[config.mk]
export PLATFORM = sky130hd
export DESIGN_NAME = cdc_dma_cmd_ctrl
export DESIGN_NICKNAME = d
export VERILOG_FILES = /design/src/rtl/cdc_pkg.sv /design/src/rtl/cdc_sync2.sv /design/src/rtl/cdc_dma_cmd_ctrl.sv
export SDC_FILE = /design/constraint.sdc
export NUM_CORES = 1
export LEC_CHECK = 0
export BUFFER_PORTS_ARGS = -buffer_cell sky130_fd_sc_hd__buf_2
export CAP_MARGIN = 20
export CORE_ASPECT_RATIO = 0.75
export CORE_MARGIN = 3
export CORE_UTILIZATION = 40
export DETAILED_ROUTE_END_ITERATION = 16
export PLACE_DENSITY = 0.85
export SLEW_MARGIN = 20
export SYNTH_ARGS = -nofsm -noshare
export SYNTH_HDL_FRONTEND = slang
export SYNTH_SLANG_ARGS = --single-unit
export TNS_END_PERCENT = 10
[constraint.sdc]
create_clock -name sys_clk -period 1.4 [get_ports sys_clk]
set_input_delay 0.28 -clock sys_clk [delete_from_list [all_inputs] [get_ports sys_clk]]
set_output_delay 0.28 -clock sys_clk [all_outputs]
set_load 0.02 [all_outputs]
[src/rtl/cdc_pkg.sv]
// Constants for the capture DMA command control block
package cdc_pkg;
    // Register word addresses
    localparam logic [7:0] CDC_ADDR_CMD = 8'h00;
    localparam logic [7:0] CDC_ADDR_STATUS = 8'h04;
    localparam logic [7:0] CDC_ADDR_CONFIG = 8'h08;
    localparam logic [7:0] CDC_ADDR_IRQ_STAT = 8'h0C;
    localparam logic [7:0] CDC_ADDR_IRQ_CLR = 8'h10;
    localparam logic [7:0] CDC_ADDR_IRQ_EN = 8'h14;
    localparam logic [7:0] CDC_ADDR_BANK = 8'h18;
    // Command register fields
    localparam int CDC_CMD_GO_BIT = 0;
    localparam int CDC_CMD_ABORT_BIT = 1;
    localparam int CDC_CMD_RESET_BIT = 2;
    localparam int CDC_CMD_BANK_BIT = 8;
    // Status register fields
    localparam int CDC_ST_READY_BIT = 0;
    localparam int CDC_ST_ABORT_DONE_BIT = 1;
    localparam int CDC_ST_ACTIVE_BIT = 2;
    localparam int CDC_ST_UNDEF_BIT = 3;
    localparam int CDC_ST_BANK_BIT = 4;
    localparam int CDC_ST_FIFO_EMPTY_BIT = 5;
    // Config register fields
    localparam int CDC_CFG_HOST_TABLE_BIT = 0;
    // Interrupt status fields: data events only
    localparam int CDC_IRQ_DRAIN_DONE_BIT = 0;
    localparam int CDC_IRQ_W = 1;
    // Reset values
    localparam logic CDC_RST_BANK = 1'b0;
    localparam logic CDC_RST_HOST_TABLE = 1'b0;
    localparam logic [31:0] CDC_RST_RDATA = 32'h0000_0000;
    // Cycles from abort to stopped (one registered stage)
    localparam int CDC_ABORT_STOP_CYCLES = 1;
endpackage

[src/rtl/cdc_sync2.sv]
// Two flip-flop synchroniser for external levels
`timescale 1ns/10ps
module cdc_sync2 #(
    parameter int WIDTH = 1,
    // Reset level per bit; should match the idle level of each pin
    parameter logic [WIDTH-1:0] RST_VAL = '0
) (
    input wire logic sys_clk,
    input wire logic rst_b,
    input wire logic [WIDTH-1:0] async_in,
    output logic [WIDTH-1:0] sync_out
);
    logic [WIDTH-1:0] meta_q;
    logic [WIDTH-1:0] meta_d;
    logic [WIDTH-1:0] sync_q;
    logic [WIDTH-1:0] sync_d;

    always_comb
    begin
        meta_d = async_in;
        sync_d = meta_q;
    end

    always_ff @(posedge sys_clk or negedge rst_b)
    begin
        if (!rst_b)
        begin
            meta_q <= RST_VAL;
            sync_q <= RST_VAL;
        end
        else
        begin
            meta_q <= meta_d;
            sync_q <= sync_d;
        end
    end

    assign sync_out = sync_q;
endmodule // cdc_sync2

[src/rtl/cdc_dma_cmd_ctrl.sv]
// DMA command control: go, abort, reset, bank select and status
`timescale 1ns/10ps
module cdc_dma_cmd_ctrl
    import cdc_pkg::*;
(
    input wire logic sys_clk,
    input wire logic rst_b,
    // Register port
    input wire logic [7:0] reg_addr,
    input wire logic [31:0] reg_wdata,
    input wire logic reg_wr,
    input wire logic reg_rd,
    output logic [31:0] reg_rdata,
    // Acquisition and data FIFO side (board pins)
    input wire logic acq_active,
    input wire logic fifo_empty,
    // Transfer engine side
    output logic xfer_enable,
    output logic table_bank,
    output logic irq
);
    // ------------------------------------------------------------
    // Input synchronisers
    // ------------------------------------------------------------
    logic acq_active_s;
    logic fifo_empty_s;

    // FIFO pin idles empty: a low reset level would show a false
    // not-empty status for the two cycles after reset
    cdc_sync2 #(
        .WIDTH(2),
        .RST_VAL(2'h1)
    ) u_sync (
        .sys_clk(sys_clk),
        .rst_b(rst_b),
        .async_in({acq_active, fifo_empty}),
        .sync_out({acq_active_s, fifo_empty_s})
    );

    // ------------------------------------------------------------
    // Engine state
    // ------------------------------------------------------------
    typedef enum logic [1:0] {
        CDC_IDLE,
        CDC_ARMED,
        CDC_ABORTED
    } cdc_state_t;

    cdc_state_t state_q;
    cdc_state_t state_d;
    logic bank_q;
    logic bank_d;
    logic host_table_q;
    logic host_table_d;
    logic xfer_q;
    logic xfer_d;
    logic abort_done_q;
    logic abort_done_d;
    logic [CDC_IRQ_W-1:0] irq_stat_q;
    logic [CDC_IRQ_W-1:0] irq_stat_d;
    logic [CDC_IRQ_W-1:0] irq_en_q;
    logic [CDC_IRQ_W-1:0] irq_en_d;
    logic irq_q;
    logic irq_d;
    logic [31:0] rdata_q;
    logic [31:0] rdata_d;
    logic draining_q;
    logic draining_d;

    logic cmd_wr;
    logic go_cmd;
    logic abort_cmd;
    logic reset_cmd;
    logic drain_done;

    assign cmd_wr = reg_wr && (reg_addr == CDC_ADDR_CMD);
    assign go_cmd = cmd_wr && reg_wdata[CDC_CMD_GO_BIT];
    assign abort_cmd = cmd_wr && reg_wdata[CDC_CMD_ABORT_BIT];
    assign reset_cmd = cmd_wr && reg_wdata[CDC_CMD_RESET_BIT];
    // Transfers that ran past the end of acquisition finish on empty FIFO
    assign drain_done = draining_q && fifo_empty_s;

    always_comb
    begin
        state_d = state_q;
        bank_d = bank_q;
        abort_done_d = abort_done_q;
        draining_d = draining_q;
        // Reset has priority: it is the only way out of the aborted state
        if (reset_cmd)
        begin
            state_d = CDC_IDLE;
            abort_done_d = 1'b0;
            draining_d = 1'b0;
        end
        else if (abort_cmd)
        begin
            // Abort leaves the engine marked undefined; only reset clears it
            // immediate halt
            state_d = CDC_ABORTED;
            abort_done_d = 1'b1;
            draining_d = 1'b0;
        end
        else if (go_cmd && state_q != CDC_ABORTED)
        begin
            state_d = CDC_ARMED;
        end
        if (cmd_wr && !host_table_q)
        begin
            bank_d = reg_wdata[CDC_CMD_BANK_BIT];
        end
        // A cut acquisition still owns the words already in the FIFO
        // track drain after acquisition stops
        if (state_q == CDC_ARMED && xfer_q && !acq_active_s && !reset_cmd && !abort_cmd)
        begin
            draining_d = !fifo_empty_s;
        end
        else if (acq_active_s)
        begin
            draining_d = 1'b0;
        end
    end

    // ------------------------------------------------------------
    // Transfer enable
    // ------------------------------------------------------------
    // Uses the next state so an abort drops the enable at the same edge
    always_comb
    begin
        xfer_d = 1'b0;
        // move only with buffered data, and start only with acquisition
        if (state_d == CDC_ARMED && !fifo_empty_s)
        begin
            // keep going until FIFO is empty
            xfer_d = acq_active_s || xfer_q;
        end
    end

    // ------------------------------------------------------------
    // Registers and interrupt
    // ------------------------------------------------------------
    always_comb
    begin
        host_table_d = host_table_q;
        irq_en_d = irq_en_q;
        if (reg_wr && reg_addr == CDC_ADDR_CONFIG)
        begin
            host_table_d = reg_wdata[CDC_CFG_HOST_TABLE_BIT];
        end
        if (reg_wr && reg_addr == CDC_ADDR_IRQ_EN)
        begin
            irq_en_d = reg_wdata[CDC_IRQ_W-1:0];
        end
        irq_stat_d = irq_stat_q;
        if (reg_wr && reg_addr == CDC_ADDR_IRQ_CLR)
        begin
            irq_stat_d = irq_stat_q & ~reg_wdata[CDC_IRQ_W-1:0];
        end
        // only the drain event interrupts, set beats clear
        if (drain_done)
        begin
            irq_stat_d[CDC_IRQ_DRAIN_DONE_BIT] = 1'b1;
        end
        irq_d = |(irq_stat_d & irq_en_d);
    end

    // ------------------------------------------------------------
    // Read mux
    // ------------------------------------------------------------
    // Read data stand one cycle only, so an idle bus reads zero
    always_comb
    begin
        rdata_d = CDC_RST_RDATA;
        if (reg_rd)
        begin
            case (reg_addr)
                CDC_ADDR_STATUS:
                begin
                    rdata_d[CDC_ST_READY_BIT] = (state_q == CDC_ARMED);
                    rdata_d[CDC_ST_ABORT_DONE_BIT] = abort_done_q && !xfer_q;
                    rdata_d[CDC_ST_ACTIVE_BIT] = xfer_q;
                    rdata_d[CDC_ST_UNDEF_BIT] = (state_q == CDC_ABORTED);
                    rdata_d[CDC_ST_BANK_BIT] = bank_q;
                    rdata_d[CDC_ST_FIFO_EMPTY_BIT] = fifo_empty_s;
                end
                CDC_ADDR_CONFIG:
                begin
                    rdata_d[CDC_CFG_HOST_TABLE_BIT] = host_table_q;
                end
                CDC_ADDR_IRQ_STAT:
                begin
                    rdata_d[CDC_IRQ_W-1:0] = irq_stat_q;
                end
                CDC_ADDR_IRQ_EN:
                begin
                    rdata_d[CDC_IRQ_W-1:0] = irq_en_q;
                end
                CDC_ADDR_BANK:
                begin
                    rdata_d[0] = bank_q;
                end
                default:
                begin
                    // Unmapped and write-only addresses read zero
                    rdata_d = CDC_RST_RDATA;
                end
            endcase
        end
    end

    // ------------------------------------------------------------
    // Engine registers
    // ------------------------------------------------------------
    always_ff @(posedge sys_clk or negedge rst_b)
    begin
        if (!rst_b)
        begin
            state_q <= CDC_IDLE;
            bank_q <= CDC_RST_BANK;
            xfer_q <= 1'b0;
            abort_done_q <= 1'b0;
            draining_q <= 1'b0;
        end
        else
        begin
            state_q <= state_d;
            bank_q <= bank_d;
            xfer_q <= xfer_d;
            abort_done_q <= abort_done_d;
            draining_q <= draining_d;
        end
    end

    // ------------------------------------------------------------
    // Configuration and interrupt registers
    // ------------------------------------------------------------
    // The interrupt is registered so the output comes from a flip-flop; it is built
    // from the next status and enable, so it adds no cycle after the status bit
    always_ff @(posedge sys_clk or negedge rst_b)
    begin
        if (!rst_b)
        begin
            host_table_q <= CDC_RST_HOST_TABLE;
            irq_stat_q <= '0;
            irq_en_q <= '0;
            irq_q <= 1'b0;
        end
        else
        begin
            host_table_q <= host_table_d;
            irq_stat_q <= irq_stat_d;
            irq_en_q <= irq_en_d;
            irq_q <= irq_d;
        end
    end

    // ------------------------------------------------------------
    // Read data register
    // ------------------------------------------------------------
    always_ff @(posedge sys_clk or negedge rst_b)
    begin
        if (!rst_b)
        begin
            rdata_q <= CDC_RST_RDATA;
        end
        else
        begin
            rdata_q <= rdata_d;
        end
    end

    // ------------------------------------------------------------
    // Outputs
    // ------------------------------------------------------------

    assign reg_rdata = rdata_q;
    assign xfer_enable = xfer_q;
    assign table_bank = bank_q;
    assign irq = irq_q;
endmodule // cdc_dma_cmd_ctrl

# After elaboration in Yosys (flattened, before gate mapping)
# Index checks and enable logic that the tools add are counted.
# op_classes
n_eq_ne	10
muxes	16
bitwise_logic	3
reduce_logical	26
# op_table
cell	count
equality test 8 x 5 -> 1 bit, second input constant	3
equality test 8 x 4 -> 1 bit, second input constant	2
logical AND 1 bit	16
2-to-1 mux 1 bit	10
equality test 8 x 3 -> 1 bit, second input constant	1
zero test 8 bit	1
zero test 1 bit	6
2-to-1 mux 2 bit	3
2-to-1 mux 6 bit	1
2-to-1 mux 5 bit	1
case mux 1 bit (5 select lines)	1
equality test 2 x 1 -> 1 bit, second input constant	2
nonzero test 4 bit	1
bitwise AND 1 bit	2
equality test 2 bit, second input constant	1
!= test 2 bit, second input constant	1
nonzero test 2 bit	1
logical OR 1 bit	1
NOT 1 bit	1
# totals
reg_bits	46
in_bits	46
output_inout_bits	35
word_cells	67

# Longest topological paths before layout
# Gate-level depths: netlist of run 1.
# logic_depth
depth_word	10
mapped_depth	4

# Hierarchy
# A second synthesis of run 1 with hierarchy kept.
# unflattened
cells_unflattened	95
area_unflattened_um2	1064.8
# modules_own_cells
mod	n_inst	cells_per_inst	area_each_um2	seq_area_each_um2
cdc_dma_cmd_ctrl	1	91	962.2	400.4
cdc_sync2	1	4	102.6	102.6

# Worst setup path after synthesis of run 1
# Ideal clock, no wire load.
# synth_path
path_type	in2reg
start	input reg_addr[5]
end	register bank_q (netlist: table_bank)
arrival_time_ns	1.407
required_ns	1.272
setup_slack_ns	-0.135
stages	3
path_buffers	0
path_cell_list	or4_4 nor4_2 mux2_1
# synth_via
elab_chain_len	3
# synth_lines
item	line_no	rtl
start, declared	cdc_dma_cmd_ctrl.sv:9	input wire logic [7:0] reg_addr,
zero test 8 bit	cdc_dma_cmd_ctrl.sv:76	assign cmd_wr = reg_wr && (reg_addr == CDC_ADDR_CMD);
logical AND 1 bit	cdc_dma_cmd_ctrl.sv:76	
logical AND 1 bit	cdc_dma_cmd_ctrl.sv:108	if (cmd_wr && !host_table_q)
end signal, assigned	cdc_dma_cmd_ctrl.sv:227	bank_q <= bank_d;
end, declared	cdc_dma_cmd_ctrl.sv:51	logic bank_q;
# Every way passes these cells.
# A chain may end at the register's enable or synchronous reset.

# Final worst setup path of run 1
# layout_path
start	input reg_addr[5]
end	register draining_q
# layout_via
elab_chain_len	7
word_cells_on_any_way	12
classes_between	mux: 3; reduce/logical: 9
# layout_lines
item	line_no	rtl
zero test 8 bit *	cdc_dma_cmd_ctrl.sv:76	
logical AND 1 bit *	cdc_dma_cmd_ctrl.sv:76	
logical AND 1 bit	cdc_dma_cmd_ctrl.sv:79	assign reset_cmd = cmd_wr && reg_wdata[CDC_CMD_RESET_BIT];
zero test 1 bit	cdc_dma_cmd_ctrl.sv:114	if (state_q == CDC_ARMED && xfer_q && !acq_active_s && !reset_cmd && !abort_cmd)
logical AND 1 bit (2 in a row)	cdc_dma_cmd_ctrl.sv:114	
nonzero test 4 bit (no line) / 2-to-1 mux 1 bit (equally long branches)	n/a	
end signal, assigned	cdc_dma_cmd_ctrl.sv:230	draining_q <= draining_d;
end, declared	cdc_dma_cmd_ctrl.sv:67	logic draining_q;
# Mark *: on every way between the ends. The rest lies on a longest branch, timed or not.

==> results of run 1 <==
==> synth_stat cells, drive strengths merged (2+ instances only) <==
master,n
a22oi,3
nor2,4
dfstp,2
dfrtp,18
buf,27
a31o,2
nor3,3
nor3b,2
nand4,3
mux2,3
nand2,3
and2,2
nor2b,3
nand3b,2
nor4,4
inv,5
==> metal layers <==
layer	routed length, µm	GRT usage
met3	234	0.0505
met1	892	0.154
met2	1050	0.219
met4	0	0.0439
met5	0	0
==> through the flow <==
stage                     setup slack (ns)  power, mW  setup TNS (ns)  utilization
after floorplan                    -0.0260      0.804         -0.0260            -
after global placement              -0.238      0.831          -0.816        0.517
after detailed placement            -0.209      0.837           -1.17        0.517
after CTS                           0.0965       1.11               0        0.532
after global routing                0.0324       1.17               0        0.532
final                               0.0912       1.10               0        0.532
==> power by group <==
group | switching [mW] | leakage, nW | total, mW | internal (mW)
logic | 0.142 | 0.417 | 0.215 | 0.0734
clock network | 0.161 | 0.0150 | 0.272 | 0.111
registers | 0.0140 | 0.241 | 0.616 | 0.602
total | 0.317 | 0.673 | 1.10 | 0.786
==> layout make-up <==
| type | count | area, µm² |
|---|---|---|
| clock buffer | 4 | 26.3 |
| fill | 231 | 1140 |
| inverter | 5 | 18.8 |
| multi-input combinational | 78 | 469 |
| sequential | 20 | 503 |
| tap | 34 | 42.5 |
| timing repair buffer | 40 | 238 |
==> kinds of logic after synthesis <==
group	count (synthesis)	synth area share
buf+inv	32	0.200
other cells	1	0.00343
mux	4	0.0400
compound gates	13	0.0903
simple gates	35	0.207
flops	20	0.459
==> flip-flops by register name, summed over array words and instances (netlist names) <==
| register | cells |
|---|---|
| state_q | 2 |
| u_sync.sync_out | 2 |
| table_bank | 1 |
| u_sync.meta_q | 2 |
| reg_rdata | 6 |
| irq | 1 |
| draining_q | 1 |
| host_table_q | 1 |
| irq_en_q | 1 |
| irq_stat_q | 1 |
| abort_done_q | 1 |
| xfer_enable | 1 |
==> worst max-delay path by stage <==
stage                     cells past startpoint  slack (ns)          to         from
final                                         5        0.09  draining_q  reg_addr[5]
after global routing                          5        0.03  draining_q  reg_addr[5]
after CTS                                     5         0.1  draining_q  reg_addr[5]
after detailed placement                      5       -0.21  draining_q  reg_addr[5]
after global placement                        5       -0.24  draining_q  reg_addr[5]
after floorplan                               3       -0.03  table_bank  reg_addr[5]
==> worst max-delay path: stages <==
cell    delay [ns]
buf_2         0.10
or4_4         0.56
nor4_1        0.34
buf_4         0.17
nor3_1        0.04
==> timing repair <==
action	CTS	global route
setup buffers	0	0
setup endpoints to repair	0	0
endpoints found under the hold margin	18	0
hold buffers	1	0
==> metrics, run 1 <==
1st-iter DRT viols 32; initial antenna violation count 0; Area contributors post-synth dfrtp_1 (41%), buf_4 (18%), dfstp_2 (4.8%), a22oi_1 (2.1%), mux2_1 (2.1%); pin count of the biggest net entering global routing 21; Ports 81; CTS root buffer clkbuf_4; fin nets 194; worst r2r dst table_bank; EDFF count, synth 0; layout cells sized above 1 0.347; Pleak 0.673 nW; worst vdd ir 0.547 mV; post-synthesis sequential area ratio 0.459; main flop type after synthesis dfrtp_1; input/output buffers 26; CP endpoint kind register; maxcap violations 0; first-pass GRT wire length 3460 µm; Die Height 51.3 µm; max-slew violations 0; Worst Setup Start Kind primary input; Worst Hold Path EP u_sync.meta_q[0]; Routed Antenna Nets 0; synth unique cells 38; HP Start fifo_empty; Pwr Density 850 nW/µm²; cell area after synthesis 1090 µm²; Total GRT Usage 0.131; starting density of the core 0.449; WL per Instance 12.0 µm; min Tclk post-route 1.31 ns; Post-synth ARST share 1.00; Clock Skews 0.00643 ns; die area 3410 µm²; setup slack, reg-to-reg 0.26 ns; post-synth top area share 0.411; worst hold-check path type primary input to register; routability cong. 0.820; FF+latch count, synth 20; Reg clk slew, reported paths 0.10 ns; Final Hold Viols 0; Crit Path Class primary input to register; total CTS buffers 3; final instance area 1300 µm²; vias in the first global route 848; Clock Latency Late Sink 0.29 ns; syn avg cell area 10.4 µm²; Crit Path Max Fanout 4; Area growth, synth to finish 18.5%; DRC errors left 0; Synth area leader dfrtp_1; ant diodes 0; final WL 2180 µm; Hold Path Stages 1; hold_ws 0.0773 ns; area post-placement 1260 µm²; final setup violation count 0; num rows 15; Resized cells post-CTS 0; drt via density 4.67; gr ovfl total 0; Clock Sinks 20; Max Clk Rate 764 MHz; H-tree depth 1; Reg2Reg Depth 2; Syn Inst Count 105; width of the die 66.4 µm; CORE AREA 2440 µm²; final instance count without filler cells 181; critical path arrival 1.50 ns; number of detailed-route iterations in the first pass 4; synth warn 0; vias 846; dpl hpwl 1780 µm; Placed Cells 176; final cycle utilization of the critical path 0.935; RSZ-0062 raised after global routing false; outcome finished, final reports clean; Crit path required time 1.59 ns; most frequent cells in the layout conb_1 (26), buf_2 (26), dfrtp_1 (18); worst r2r src host_table_q; TritonCTS clock tree yes; CTS Buffer Depth 2
(Power assumes the default switching activity.)
==> run 2: changes to the inputs <==
CORE_ASPECT_RATIO = 1.5   (was 0.75)
==> metrics, run 2 (synthesis results as in run 1) <==
outcome finished, final reports clean; Routed Antenna Nets 0; Pleak 0.651 nW; Pwr Density 852 nW/µm²; number of detailed-route iterations in the first pass 4; register share of total power 0.571; input/output buffers 26; Post-CTS Setup Inserts 0; max reg flops 6; fillers 248; Clk pwr share 0.235; final instance area 1270 µm²; switch share 0.285; worst vdd ir 0.526 mV; CP startpoint reg_addr[5]; Final Util 0.500; Reg clk slew, reported paths 0.10 ns; internal power 771 µW; dpl hpwl 1720 µm; CP endpoint kind register; vias 844; Ports 81; gr ovfl total 0; 1st-iter DRT viols 25; critical path arrival 1.51 ns; total CTS buffers 3; drt via density 4.74; CTS root buffer clkbuf_4; Crit Path Class primary input to register; Final Hold Viols 0; worst r2r src host_table_q; Clock Skews 0.00783 ns; CTS Buffer Depth 2; TritonCTS clock tree yes; layout cells sized above 1 0.331; final cycle utilization of the critical path 0.966; num rows 22; Total GRT Usage 0.128; final setup violation count 0; die area 3410 µm²; routability cong. 0.857; fin nets 190; area post-placement 1230 µm²; DRC errors left 0; Logic pwr share 0.194; Crit path required time 1.55 ns; WL per Instance 12.0 µm; overall power 1.08 mW; initial antenna violation count 0; RSZ-0062 raised after global routing false; vias in the first global route 845; final WL 2130 µm; ant diodes 0; HP Start fifo_empty; width of the die 48.7 µm; worst hold-check path type primary input to register; Crit Path Max Fanout 4; pin count of the biggest net entering global routing 21; maxcap violations 0; Clock Latency Late Sink 0.28 ns; min Tclk post-route 1.35 ns; Max Clk Rate 740 MHz; Area growth, synth to finish 15.7%; Die Height 70.1 µm; most frequent cells in the layout conb_1 (26), buf_2 (26), dfrtp_1 (18); max-slew violations 0; starting density of the core 0.432; Worst Setup Start Kind primary input; Clock Sinks 20; first-pass GRT wire length 3540 µm; net switching power 308 µW; H-tree depth 1; CORE AREA 2530 µm²
run 2: cell types whose count changed in the layout (fill, tap and decap cells not counted), sizes merged:
| cell | previous run | this run |
|---|---|---|
| buf | 39 | 35 |
| clkbuf | 4 | 3 |
run 2: area by class of cell:
cell class | count | area [µm²] | area share
well taps | 36 | 45.0 | 0.0356
multi-input cells | 78 | 469 | 0.371
inverters | 5 | 18.8 | 0.0148
clock buffers | 3 | 22.5 | 0.0178
flip-flops and latches | 20 | 503 | 0.397
repair buffers | 36 | 208 | 0.164
run 2: what timing repair did:
item | 4_1_cts | 5_1_grt
gates resized for setup | 0 | 0
hold endpoints to repair | 18 | 0
hold buffers | 1 | 0
run 2: path summary, 6_finish.rpt:
path | end | slack, ns | cells after the start
max | draining_q | 0.05 | 4
min | u_sync.meta_q[0] | 0.09 | 1
max reg2reg | reg_rdata[0] | 0.25 | 3
min reg2reg | u_sync.sync_out[0] | 0.36 | 0
max in group asynchronous | u_sync.meta_q[0] | 0.60 | 2
min in group asynchronous | reg_rdata[4] | 0.46 | 2
run 2: power by group through the flow:
stage / sequential [mW] / combinational (mW) / clock, mW
after CTS: 0.616 / 0.209 / 0.264
after global routing: 0.619 / 0.230 / 0.296
after detailed placement: 0.627 / 0.206 / 0
after global placement: 0.626 / 0.199 / 0
after floorplan: 0.632 / 0.172 / 0
final: 0.616 / 0.209 / 0.253
run 2: layer usage:
layer,track usage,share of wire
met1,0.149,0.37
met2,0.219,0.52
met3,0.0256,0.085
met4,0.0601,0.022
met5,0,0
run 2: stage by stage:
stage          cells  hold slack [ns]  TNS, ns  setup slack, ns
3_5_place_dp     174            0.247   -0.988           -0.217
4_1_cts          178           0.0810        0           0.0306
5_1_grt          178           0.0674        0          0.00666
3_3_place_gp     174            0.232   -0.809           -0.217
6_report         178           0.0875        0           0.0481
2_1_floorplan    130          -0.0156  -0.0260          -0.0260
run 2: worst max-delay path, stage by stage:
cell and delay (ns):
buf_2 0.10, or4_4 0.56, nor4_1 0.46, nor3_1 0.10
